[config.mk]
export PLATFORM = sky130hd
export DESIGN_NAME = counter_clear_flash_cmd_temp
export DESIGN_NICKNAME = d
export VERILOG_FILES = /design/src/verilog/ctl_pkg.sv /design/src/verilog/clr_if.sv /design/src/verilog/counter_clear_unit.sv /design/src/verilog/counter_clear_flash_cmd_temp.sv
export VERILOG_INCLUDE_DIRS = /design/src /design/src/verilog
export SDC_FILE = /design/constraint.sdc
export NUM_CORES = 1
export LEC_CHECK = 0
export BUFFER_PORTS_ARGS = -buffer_cell sky130_fd_sc_hd__buf_2
export CAP_MARGIN = 20
export CORE_MARGIN = 2
export CORE_UTILIZATION = 48
export DETAILED_ROUTE_END_ITERATION = 8
export GPL_TIMING_DRIVEN = 0
export PLACE_DENSITY = 0.76
export SLEW_MARGIN = 30
export SYNTH_ARGS = -nofsm -noshare
export SYNTH_HDL_FRONTEND = slang
export SYNTH_SLANG_ARGS = --single-unit
[constraint.sdc]
create_clock -name clk -period 2.9 [get_ports clk]
set_input_delay 0.145 -clock clk [delete_from_list [all_inputs] [get_ports clk]]
set_output_delay 0.145 -clock clk [all_outputs]
set_load 0.02 [all_outputs]
[src/verilog/ctl_params.svh]
`ifndef CTL_PARAMS_SVH
`define CTL_PARAMS_SVH

`define IDX_TEMP_LOW 8'h60
`define IDX_TEMP_HIGH 8'h61
`define IDX_CMD 8'h62
`define IDX_CLR 8'h63

`define CLR_W 5
`define CLR_RESET 5'h00
`define CMD_RESET 8'h00
`define TEMP_RESET 11'h000
`define TEMP_RSVD 5'h00

`define CMD_PROG 8'h0F
`define CMD_ERASE0 8'h40
`define CMD_ERASE1 8'h41
`define CMD_ERASE2 8'h42
`define CMD_R2F 8'h45
`define CMD_F2R 8'h48
`define CMD_PWRDN 8'hF6

`define PAGE0_BASE 7'h00
`define PAGE1_BASE 7'h20
`define PAGE2_BASE 7'h40
`define PAGE_LAST 5'h1F
`define WAKE_IMMEDIATE 3'h0

`endif

[src/verilog/ctl_pkg.sv]
`default_nettype none

package ctl_pkg;

    typedef enum logic [2:0] {
        OP_NONE = 3'h0,
        OP_PROG = 3'h1,
        OP_ERASE = 3'h2,
        OP_R2F = 3'h3,
        OP_F2R = 3'h4,
        OP_PWRDN = 3'h5
    } op_t;

    typedef enum logic [2:0] {
        ST_IDLE = 3'h0,
        ST_FL_WAIT = 3'h1,
        ST_RAM_RD = 3'h2,
        ST_RAM_DATA = 3'h3,
        ST_PD_WAIT = 3'h4,
        ST_SLEEP = 3'h5,
        ST_FINISH = 3'h6
    } state_t;

endpackage : ctl_pkg

`default_nettype wire

[src/verilog/clr_if.sv]
`timescale 1ns/10ps
`default_nettype none
`include "ctl_params.svh"

interface clr_if;
    logic wr;
    logic [`CLR_W-1:0] wdata;
    logic [`CLR_W-1:0] bits;
    logic [`CLR_W-1:0] strobe;
    modport ctrl (output wr, output wdata, input bits, input strobe);
    modport unit (input wr, input wdata, output bits, output strobe);
endinterface : clr_if

`default_nettype wire

[src/verilog/counter_clear_unit.sv]
`timescale 1ns/10ps
`default_nettype none
`include "ctl_params.svh"

module counter_clear_unit (
    // Clock and reset
    input wire logic clk,
    input wire logic nrst,
    // Register side
    clr_if.unit cif
);

    logic [`CLR_W-1:0] bits_ff;
    logic [`CLR_W-1:0] strobe_ff;
    wire [`CLR_W-1:0] nxt_bits;

    // A bit lives one cycle and falls back to zero on the edge that fires its strobe.
    assign nxt_bits = cif.wr ? cif.wdata : `CLR_RESET;

    always_ff @(posedge clk or negedge nrst)
    begin
        if (!nrst)
        begin
            bits_ff <= `CLR_RESET;
            strobe_ff <= `CLR_RESET;
        end
        else
        begin
            bits_ff <= nxt_bits;
            strobe_ff <= bits_ff;
        end
    end

    assign cif.bits = bits_ff;
    assign cif.strobe = strobe_ff;

endmodule : counter_clear_unit

`default_nettype wire

[src/verilog/counter_clear_flash_cmd_temp.sv]
`timescale 1ns/10ps
`default_nettype none
`include "ctl_params.svh"

module counter_clear_flash_cmd_temp (
    // Clock and reset
    input wire logic clk,
    input wire logic nrst,
    // Avalon-MM slave
    input wire logic [9:0] avs_address,
    input wire logic avs_read,
    input wire logic avs_write,
    input wire logic [3:0] avs_byteenable,
    input wire logic [31:0] avs_writedata,
    output logic [31:0] avs_readdata,
    output logic avs_waitrequest,
    // Counter clear strobes
    output logic charge_time_clear,
    output logic discharge_time_clear,
    output logic self_discharge_clear,
    output logic charge_count_clear,
    output logic discharge_count_clear,
    // Flash programming registers and wake level
    input wire logic [7:0] flash_program_address,
    input wire logic [7:0] flash_program_data,
    input wire logic [2:0] wake_threshold_bits,
    input wire logic sense_below_wake_level,
    // Temperature from the converter
    input wire logic [10:0] temp_value,
    input wire logic temp_valid,
    // Flash array port
    output logic flash_req,
    output logic flash_we,
    output logic flash_erase,
    output logic [6:0] flash_addr,
    output logic [7:0] flash_wdata,
    input wire logic flash_ack,
    input wire logic [7:0] flash_rdata,
    // General-purpose RAM port
    output logic ram_we,
    output logic [4:0] ram_addr,
    output logic [7:0] ram_wdata,
    input wire logic [7:0] ram_rdata,
    // Power state
    input wire logic single_wire_serial_pin,
    output logic sleep_mode
);

    // ****************************************************
    // Command decode
    // ****************************************************

    function automatic ctl_pkg::op_t decode_op(input logic [7:0] code);
        case (code)
            `CMD_PROG: decode_op = ctl_pkg::OP_PROG;
            `CMD_ERASE0: decode_op = ctl_pkg::OP_ERASE;
            `CMD_ERASE1: decode_op = ctl_pkg::OP_ERASE;
            `CMD_ERASE2: decode_op = ctl_pkg::OP_ERASE;
            `CMD_R2F: decode_op = ctl_pkg::OP_R2F;
            `CMD_F2R: decode_op = ctl_pkg::OP_F2R;
            `CMD_PWRDN: decode_op = ctl_pkg::OP_PWRDN;
            default: decode_op = ctl_pkg::OP_NONE;
        endcase
    endfunction : decode_op

    function automatic logic [6:0] erase_base(input logic [7:0] code);
        case (code)
            `CMD_ERASE1: erase_base = `PAGE1_BASE;
            `CMD_ERASE2: erase_base = `PAGE2_BASE;
            default: erase_base = `PAGE0_BASE;
        endcase
    endfunction : erase_base

    // ****************************************************
    // Bus slave
    // ****************************************************

    logic wait_ff;
    logic [31:0] rdata_ff;
    wire [7:0] reg_index;
    wire access;
    wire commit_wr;
    wire hit_temp_low;
    wire hit_temp_high;
    wire hit_cmd;
    wire hit_clr;
    wire wr_cmd;
    wire [7:0] wbyte;
    wire [7:0] rd_byte;

    logic [10:0] temp_ff;
    logic [7:0] cmd_ff;

    clr_if cif ();

    // A request is seen with waitrequest high, answered one cycle later.
    assign reg_index = avs_address[9:2];
    assign access = (avs_read | avs_write) & wait_ff;
    assign commit_wr = avs_write & ~wait_ff & avs_byteenable[0];
    assign wbyte = avs_writedata[7:0];
    assign hit_temp_low = reg_index == `IDX_TEMP_LOW;
    assign hit_temp_high = reg_index == `IDX_TEMP_HIGH;
    assign hit_cmd = reg_index == `IDX_CMD;
    assign hit_clr = reg_index == `IDX_CLR;
    assign wr_cmd = commit_wr & hit_cmd;

    // Reserved clear bits are dropped; only the five clear bits are kept.
    assign cif.wr = commit_wr & hit_clr;
    assign cif.wdata = wbyte[`CLR_W-1:0];

    assign rd_byte = hit_temp_low ? temp_ff[7:0] :
        hit_temp_high ? {`TEMP_RSVD, temp_ff[10:8]} :
        hit_cmd ? cmd_ff :
        hit_clr ? {3'h0, cif.bits} :
        8'h00;

    always_ff @(posedge clk or negedge nrst)
    begin
        if (!nrst)
        begin
            wait_ff <= 1'b1;
            rdata_ff <= 32'h00000000;
        end
        else
        begin
            wait_ff <= ~access;
            rdata_ff <= (access & avs_read) ? {24'h000000, rd_byte} : rdata_ff;
        end
    end

    assign avs_waitrequest = wait_ff;
    assign avs_readdata = rdata_ff;

    // ****************************************************
    // Counter clear
    // ****************************************************

    counter_clear_unit u_clear (
        .clk(clk),
        .nrst(nrst),
        .cif(cif)
    );

    // Time clears also reset the matching rollover flag downstream.
    assign charge_time_clear = cif.strobe[4];
    assign discharge_time_clear = cif.strobe[3];
    assign self_discharge_clear = cif.strobe[2];
    assign charge_count_clear = cif.strobe[1];
    assign discharge_count_clear = cif.strobe[0];

    // ****************************************************
    // Temperature
    // ****************************************************

    always_ff @(posedge clk or negedge nrst)
    begin
        if (!nrst)
            temp_ff <= `TEMP_RESET;
        else if (temp_valid)
            temp_ff <= temp_value;
    end

    // ****************************************************
    // Command sequencer
    // ****************************************************

    ctl_pkg::state_t state_ff;
    ctl_pkg::state_t nxt_state;
    ctl_pkg::op_t op_ff;
    ctl_pkg::op_t nxt_op;
    logic [7:0] nxt_cmd;
    logic [4:0] idx_ff;
    logic [4:0] nxt_idx;
    logic [7:0] fpd_ff;
    logic [7:0] nxt_fpd;
    logic nxt_freq;
    logic nxt_fwe;
    logic nxt_ferase;
    logic [6:0] nxt_faddr;
    logic [7:0] nxt_fwdata;
    logic nxt_ram_we;
    logic [4:0] nxt_ram_addr;
    logic [7:0] nxt_ram_wdata;
    logic nxt_sleep;
    logic pin_prev_ff;

    wire ctl_pkg::op_t new_op;
    wire sleep_cond;
    wire pin_edge;
    wire was_read;
    wire last_idx;
    wire [4:0] idx_inc;

    assign new_op = decode_op(wbyte);
    assign sleep_cond = (wake_threshold_bits == `WAKE_IMMEDIATE) | sense_below_wake_level;
    assign pin_edge = single_wire_serial_pin ^ pin_prev_ff;
    assign was_read = ~flash_we & ~flash_erase;
    assign last_idx = idx_ff == `PAGE_LAST;
    assign idx_inc = idx_ff + 5'h01;

    always_comb
    begin
        nxt_state = state_ff;
        nxt_op = op_ff;
        nxt_cmd = cmd_ff;
        nxt_idx = idx_ff;
        nxt_fpd = fpd_ff;
        nxt_freq = flash_req;
        nxt_fwe = flash_we;
        nxt_ferase = flash_erase;
        nxt_faddr = flash_addr;
        nxt_fwdata = flash_wdata;
        nxt_ram_we = 1'b0;
        nxt_ram_addr = ram_addr;
        nxt_ram_wdata = ram_wdata;
        nxt_sleep = sleep_mode;
        case (state_ff)
            ctl_pkg::ST_IDLE:
            begin
                // Writes that arrive while a command runs are ignored.
                if (wr_cmd && wbyte != `CMD_RESET)
                begin
                    nxt_cmd = wbyte;
                    nxt_op = new_op;
                    nxt_fpd = flash_program_data;
                    nxt_idx = 5'h00;
                    case (new_op)
                        ctl_pkg::OP_PROG:
                        begin
                            nxt_freq = 1'b1;
                            nxt_fwe = 1'b0;
                            nxt_faddr = flash_program_address[6:0];
                            nxt_state = ctl_pkg::ST_FL_WAIT;
                        end
                        ctl_pkg::OP_ERASE:
                        begin
                            nxt_freq = 1'b1;
                            nxt_ferase = 1'b1;
                            nxt_faddr = erase_base(wbyte);
                            nxt_state = ctl_pkg::ST_FL_WAIT;
                        end
                        ctl_pkg::OP_R2F:
                        begin
                            nxt_ram_addr = 5'h00;
                            nxt_state = ctl_pkg::ST_RAM_RD;
                        end
                        ctl_pkg::OP_F2R:
                        begin
                            nxt_freq = 1'b1;
                            nxt_fwe = 1'b0;
                            nxt_faddr = `PAGE0_BASE;
                            nxt_state = ctl_pkg::ST_FL_WAIT;
                        end
                        ctl_pkg::OP_PWRDN:
                            nxt_state = ctl_pkg::ST_PD_WAIT;
                        default:
                            nxt_state = ctl_pkg::ST_FINISH;
                    endcase
                end
            end
            ctl_pkg::ST_FL_WAIT:
            begin
                if (flash_ack)
                begin
                    nxt_freq = 1'b0;
                    nxt_ferase = 1'b0;
                    nxt_fwe = 1'b0;
                    nxt_state = ctl_pkg::ST_FINISH;
                    if (was_read && op_ff == ctl_pkg::OP_PROG)
                    begin
                        // Program can only clear bits, so the old byte is merged.
                        nxt_freq = 1'b1;
                        nxt_fwe = 1'b1;
                        nxt_fwdata = flash_rdata & fpd_ff;
                        nxt_state = ctl_pkg::ST_FL_WAIT;
                    end
                    else if (was_read && op_ff == ctl_pkg::OP_F2R)
                    begin
                        nxt_ram_we = 1'b1;
                        nxt_ram_addr = idx_ff;
                        nxt_ram_wdata = flash_rdata;
                        if (!last_idx)
                        begin
                            nxt_idx = idx_inc;
                            nxt_freq = 1'b1;
                            nxt_faddr = {2'b00, idx_inc};
                            nxt_state = ctl_pkg::ST_FL_WAIT;
                        end
                    end
                    else if (op_ff == ctl_pkg::OP_R2F && !last_idx)
                    begin
                        nxt_idx = idx_inc;
                        nxt_ram_addr = idx_inc;
                        nxt_state = ctl_pkg::ST_RAM_RD;
                    end
                end
            end
            ctl_pkg::ST_RAM_RD:
                nxt_state = ctl_pkg::ST_RAM_DATA;
            ctl_pkg::ST_RAM_DATA:
            begin
                nxt_freq = 1'b1;
                nxt_fwe = 1'b1;
                nxt_faddr = {2'b00, idx_ff};
                nxt_fwdata = ram_rdata;
                nxt_state = ctl_pkg::ST_FL_WAIT;
            end
            ctl_pkg::ST_PD_WAIT:
            begin
                if (sleep_cond)
                begin
                    nxt_sleep = 1'b1;
                    nxt_cmd = `CMD_RESET;
                    nxt_state = ctl_pkg::ST_SLEEP;
                end
            end
            ctl_pkg::ST_SLEEP:
            begin
                if (pin_edge)
                begin
                    nxt_sleep = 1'b0;
                    nxt_state = ctl_pkg::ST_IDLE;
                end
            end
            ctl_pkg::ST_FINISH:
            begin
                nxt_cmd = `CMD_RESET;
                nxt_op = ctl_pkg::OP_NONE;
                nxt_state = ctl_pkg::ST_IDLE;
            end
            default:
                nxt_state = ctl_pkg::ST_IDLE;
        endcase
    end

    always_ff @(posedge clk or negedge nrst)
    begin
        if (!nrst)
        begin
            state_ff <= ctl_pkg::ST_IDLE;
            op_ff <= ctl_pkg::OP_NONE;
            cmd_ff <= `CMD_RESET;
            idx_ff <= 5'h00;
            fpd_ff <= 8'h00;
            sleep_mode <= 1'b0;
            // The serial line idles high, so no false edge follows reset.
            pin_prev_ff <= 1'b1;
        end
        else
        begin
            state_ff <= nxt_state;
            op_ff <= nxt_op;
            cmd_ff <= nxt_cmd;
            idx_ff <= nxt_idx;
            fpd_ff <= nxt_fpd;
            sleep_mode <= nxt_sleep;
            pin_prev_ff <= single_wire_serial_pin;
        end
    end

    always_ff @(posedge clk or negedge nrst)
    begin
        if (!nrst)
        begin
            flash_req <= 1'b0;
            flash_we <= 1'b0;
            flash_erase <= 1'b0;
            flash_addr <= 7'h00;
            flash_wdata <= 8'h00;
        end
        else
        begin
            flash_req <= nxt_freq;
            flash_we <= nxt_fwe;
            flash_erase <= nxt_ferase;
            flash_addr <= nxt_faddr;
            flash_wdata <= nxt_fwdata;
        end
    end

    always_ff @(posedge clk or negedge nrst)
    begin
        if (!nrst)
        begin
            ram_we <= 1'b0;
            ram_addr <= 5'h00;
            ram_wdata <= 8'h00;
        end
        else
        begin
            ram_we <= nxt_ram_we;
            ram_addr <= nxt_ram_addr;
            ram_wdata <= nxt_ram_wdata;
        end
    end

endmodule : counter_clear_flash_cmd_temp

`default_nettype wire

Word level (Yosys, flattened, before mapping)
Cells that the tools add are included.
{ "classes": {"n_addsub": 1, "eq_ne": 41, "n_mux": 68, "bitwise": 16, "reduce_logical": 30} }
{ "ops": {"columns": ["op", "count"], "rows": [
  ["$eq A8 B7 Y1 const B", 9],
  ["$mux W5", 13],
  ["$mux W8", 7],
  ["$pmux W7 S3", 2],
  ["$mux W7", 5],
  ["$mux W3", 9],
  ["$pmux W8 S3", 1],
  ["$ne A2 B2 Y1 const B", 10],
  ["$pmux W5 S2", 2],
  ["$reduce_and A4 Y1", 5],
  ["$mux W1", 19],
  ["$eq A3 B3 Y1 const B", 6],
  ["$pmux W3 S6", 1],
  ["$pmux W8 S2", 1],
  ["$eq A3 B2 Y1 const B", 5],
  ["$pmux W3 S5", 1],
  ["$pmux W7 S2", 1],
  ["$reduce_and A6 Y1", 2],
  ["$eq A3 B1 Y1 const B", 3],
  ["$pmux W3 S3", 1],
  ["$reduce_and A3 Y1", 3],
  ["$and A8 B8 Y8", 1],
  ["$eq A8 B4 Y1 const B", 1],
  ["$eq A8 B8 Y1 const B", 1],
  ["other kinds (22)", 47]
]} }
{ "word_totals": {"ff_bits": 91, "input_bits": 100, "output_inout_bits": 71, "elab_cells": 176} }

Depth between registers and ports, before layout
{ "depth": {"depth_word": 8, "ltp_mapped": 8, "depth_no_buf": 8} }

Modules after synthesis
From an unflattened synthesis, not the netlist that was laid out.
{ "unflattened": {"cells_unflattened": 449, "hier_area_um2": 4551.9} }
{ "modules_own_cells": {"columns": ["module", "instances", "cells_per_inst", "area_per_inst_um2", "seq_area_each_um2"], "rows": [
  ["counter_clear_flash_cmd_temp", 1, 434, 4270.3, 2029.4],
  ["counter_clear_unit", 1, 15, 281.5, 250.2]
]} }

Worst setup path after synthesis
No wires, ideal clock.
{ "synth_path": {"path_kind": "reg-to-reg", "from": "reg idx_ff[0]", "to": "reg ram_addr[0]", "setup_time_ns": 0.125, "t_arrival_ns": 2.299, "required_ns": 2.775, "setup_slack_ns": 0.477, "path_stages_with_launch": 9, "n_path_buf": 0, "period_less_slack_ns": 2.423, "path_cell_list": "dfrtp_1 -> ha_1 -> and3_1 -> ha_1 -> nor4bb_1 -> nor2_1 -> and2_1 -> a221oi_4 -> mux2_2"} }
{ "synth_via": {"elab_chain_cells": 6, "word_cells_on_any_way": 11, "cone_classes": "add/sub: 1; eq/ne: 2; mux: 5; reduce/logical: 3"} }
{ "synth_rtl": {"columns": ["element", "line_no", "source"], "rows": [
  ["start, declared", "counter_clear_flash_cmd_temp.sv:172", "logic [4:0] idx_ff;"],
  ["start signal, assigned", "counter_clear_flash_cmd_temp.sv:354", "idx_ff <= nxt_idx;"],
  ["$add A5 B1 Y5", "counter_clear_flash_cmd_temp.sv:199", "assign idx_inc = idx_ff + 5'h01;"],
  ["$mux W5", "counter_clear_flash_cmd_temp.sv:290", "else if (op_ff == ctl_pkg::OP_R2F && !last_idx)"],
  ["$mux W5", "counter_clear_flash_cmd_temp.sv:277", "else if (was_read && op_ff == ctl_pkg::OP_F2R)"],
  ["$mux W5", "counter_clear_flash_cmd_temp.sv:269", "if (was_read && op_ff == ctl_pkg::OP_PROG)"],
  ["$mux W5", "counter_clear_flash_cmd_temp.sv:263", "if (flash_ack)"],
  ["$pmux W5 S2", "counter_clear_flash_cmd_temp.sv:217", "case (state_ff)"],
  ["end signal, assigned", "counter_clear_flash_cmd_temp.sv:392", "ram_addr <= nxt_ram_addr;"],
  ["end, declared", "counter_clear_flash_cmd_temp.sv:41", "output logic [4:0] ram_addr,"]
]} }
Parallel ways exist; a longest one is shown, timed or not. The select of a mux whose other input is x is not followed.
A chain may end at the register's enable or synchronous reset.

Worst setup path in the final report
Same ends and word-level chain as after synthesis.

==> results.md <==
* Global-route wire length before repair at 18200 um
* # rows at 35
* Reg2Reg Depth at 8
* Period utilization at 0.955
* Grt met2 use at 0.383
* Number of nets still failing antenna checks after routing at 0
* Endpoints failing hold at 0
* Mapped Area at 4550 sq um
* Reg2reg start: idx_ff[0]
* I/O Buffers at 116
* Yosys cell types at 54
* Die Ht at 101 um
* Met3 Usage GRT at 0.0442
* Clk pwr share at 0.234
* Iteration-0 DRC count of the detailed router at 243
* Minimum clock period at 2770 ps
* Ports at 171
* Worst Tran Pin Value at 694 ps
* Core area at 9200 sq um
* Mean Syn Cell Area at 10.5 sq um
* Dpl hpwl at 8280 um
* CP Cell Sequence: ha_1 -> and3_1 -> ha_1 -> nor4bb_1 -> nor2_1 -> and2_1 -> a221oi_4 -> mux2_2
* Clock sinks at 91
* N_diodes at 0
* Final wirelength at 11200 um
* CTS tree: done
* Hold Path Class: in -> reg
* Worst skew pair latency at 360 ps
* Int Power at 2.38 mW
* Most frequent cell after synthesis: dfrtp_1
* Worst path depth at 8
* Storage cell area at 2280 sq um
* Nets at 702
* Worst hold slack at 13.4 ps
* FF-to-FF setup slack at 130 ps
* Logic pwr share at 0.336
* Slowest stage delay, CP at 470 ps
* Clock skew at 12.7 ps
* Largest net degree at the start of global routing at 58
* Full die area at 10300 sq um
* RSZ-0062 raised after global routing: false
* Critical Path Start Type: register
* DR vias at 3917
* Tot Pwr at 3.74 mW
* Critical path's top delay family: simple AND/OR/NAND/NOR gates
* Endpoint class of the critical path: register
* Most common flop cell mapped by yosys: dfrtp_1
* Fin util at 0.623
* Post-synth top area share at 0.490
* Max FO, Critical Path at 6
* Final setup fails at 0
* GR Util met1 at 0.300
* Filler cells at 796
* Pwr per Cell Area at 654 nW/um^2
* Max Clock Freq at 361 MHz
* Path type of the worst setup path: reg -> reg
* CTS Buf Count at 9
* Worst slack, placed at 175 ps
* Crit path top cell by count: ha_1
* Share of cells above drive strength 1 at 0.336
* Worst Setup SP: idx_ff[0]
* Worst Path Required at 3150 ps
* Rel. slew slack at 0.536
* Synth Instances at 435
* Vias in the first global route at 3723
* Chip Width at 101 um
* Multi-input gate area in the final layout at 2070 sq um
* Crit path DAT at 3010 ps
* GRT busiest layer: met2
* Total track usage at 0.228
* Via/cell ratio at 5.47
* Avg WL per Cell at 15.7 um
* H-tree levels at 3
* Worst path slowest cell: dfrtp_1
* Layout area overhead at 25.9%
* Reg-to-Reg End: ram_addr[0]
* Max clock buf depth at 2
* Cell taking the most area after synthesis: dfrtp_1
* Ys Warns at 0
* CP endpoint: ram_addr[0]
* Post-synth EDFFs at 0
* Post-synth ARST share at 1.00
* Congestion Overflow GR at 0
* Pleak at 2.89 nW
* Root Buffer: clkbuf_8
* Slew Viols, Final at 0
* DRT Pass-1 Iters at 5
* Resize count post-CTS at 0
* DRC at 0
* Initial Util at 0.495
* Fin Setup TNS at 0 ps
* Max Cap Viol at 0
* Reg power frac at 0.430
* Synth top cells by count: dfrtp_1, nand2_1, mux2_2
* Setup WS post-layout at 132 ps
* Seq/Total Area, Yosys at 0.501
* Initial antenna violation count at 0
* CTS clk-pin slew, worst paths at 100 ps
* Buffers plus inverters on the worst setup path at 0
* Worst VDD drop at 491 uV
* Seq cells post-synth at 91
* Final GP Congestion at 0.900
* Switching Share at 0.364
* NetSw at 1.36 mW
* Status: finished, final reports clean
* Synth area leaders: dfrtp_1, mux2_2, nand2_1
-- registers in the layout, indices dropped and copies added, names as in the netlist, 3 cells and up --
name                count
temp_ff                11
avs_readdata            8
cmd_ff                  8
flash_wdata             8
fpd_ff                  8
ram_wdata               8
flash_addr              7
idx_ff                  5
ram_addr                5
u_clear.cif.bits        5
u_clear.cif.strobe      5
op_ff                   3
state_ff                3
-- layer usage --
layer,part of all wire,up-vias
met2,0.50,150
met3,0.064,15
met1,0.42,1888
li1,-,1864
met4,0.014,0
met5,0,-
-- logic make-up (layout without fill, tap and decap cells) --
logic type / Yosys count / after routing / synth area share
adder cells (fa/ha/maj): 2 / 2 / 0.00550
AND/OR/NAND/NOR: 149 / 149 / 0.162
XOR/XNOR: 7 / 7 / 0.0135
AO/OA/AOI/OAI: 89 / 89 / 0.138
buffers and inverters: 51 / 198 / 0.0627
flip-flops: 91 / 91 / 0.501
multiplexers: 45 / 45 / 0.116
other: 1 / 24 / 0.000825
-- how the worst min path moves through the flow --
| stage | start | endpoint | slack, ps | cells past startpoint |
|---|---|---|---|---|
| 3_5_place_dp | nrst | flash_addr[5] | 70 | 1 |
| 2_1_floorplan | nrst | avs_readdata[0] | -150 | 0 |
| 3_3_place_gp | single_wire_serial_pin | pin_prev_ff | 270 | 1 |
| 5_1_grt | temp_value[10] | temp_ff[10] | 3 | 2 |
| 4_1_cts | temp_value[10] | temp_ff[10] | 4 | 2 |
| 6_report | temp_value[0] | temp_ff[0] | 10 | 2 |
-- power by group through the flow --
stage | Sequential (mW) | Clock (mW) | Combinational [mW]
after global placement | 1.62 | 0 | 1.21
after detailed placement | 1.63 | 0 | 1.24
after global routing | 1.64 | 0.952 | 1.38
after floorplan | 1.79 | 0 | 0.674
after CTS | 1.61 | 0.892 | 1.26
final | 1.61 | 0.876 | 1.26
-- area by class of cell --
cell class,count,area share
clock buffers,10,0.0223
multi-input cells,316,0.361
flip-flops and latches,91,0.398
clock inverters,6,0.0125
repair buffers,131,0.132
inverters,9,0.00590
plain buffers,42,0.0439
well taps,111,0.0243
-- layout by cell type, fill, tap and decap left out, types with 3 or more instances in the layout --
master         count
a21oi_1           20
a22o_1            16
a31oi_1           11
and2_1             4
and3_1             7
buf_2            118
buf_4             24
clkbuf_1          15
clkbuf_8           9
conb_1            24
dfrtp_1           89
dlygate4sd3_1     14
inv_1              9
mux2_2            33
mux2i_1            9
mux4_2             3
nand2_1           50
nand2b_1           5
nand3_1           16
nor2_1            31
nor2b_1            3
nor3_1            12
nor4_1             6
o21ai_0           16
o22ai_1            3
o2bb2ai_1          3
o32ai_1            3
xnor2_1            6
-- repair_timing --
action	CTS	global route
setup buffers	0	0
hold buffers	14	0
hold endpoints to repair	46	0
endpoints found under the setup margin	0	0
-- metrics by stage --
step / cell area [sq um] / cells
global placement: 5350 / 685
floorplan: 4630 / 458
global route: 5730 / 716
CTS: 5730 / 716
finish: 5730 / 716
detailed placement: 5390 / 686
No activity file was read; power rests on OpenSTA's default activity.
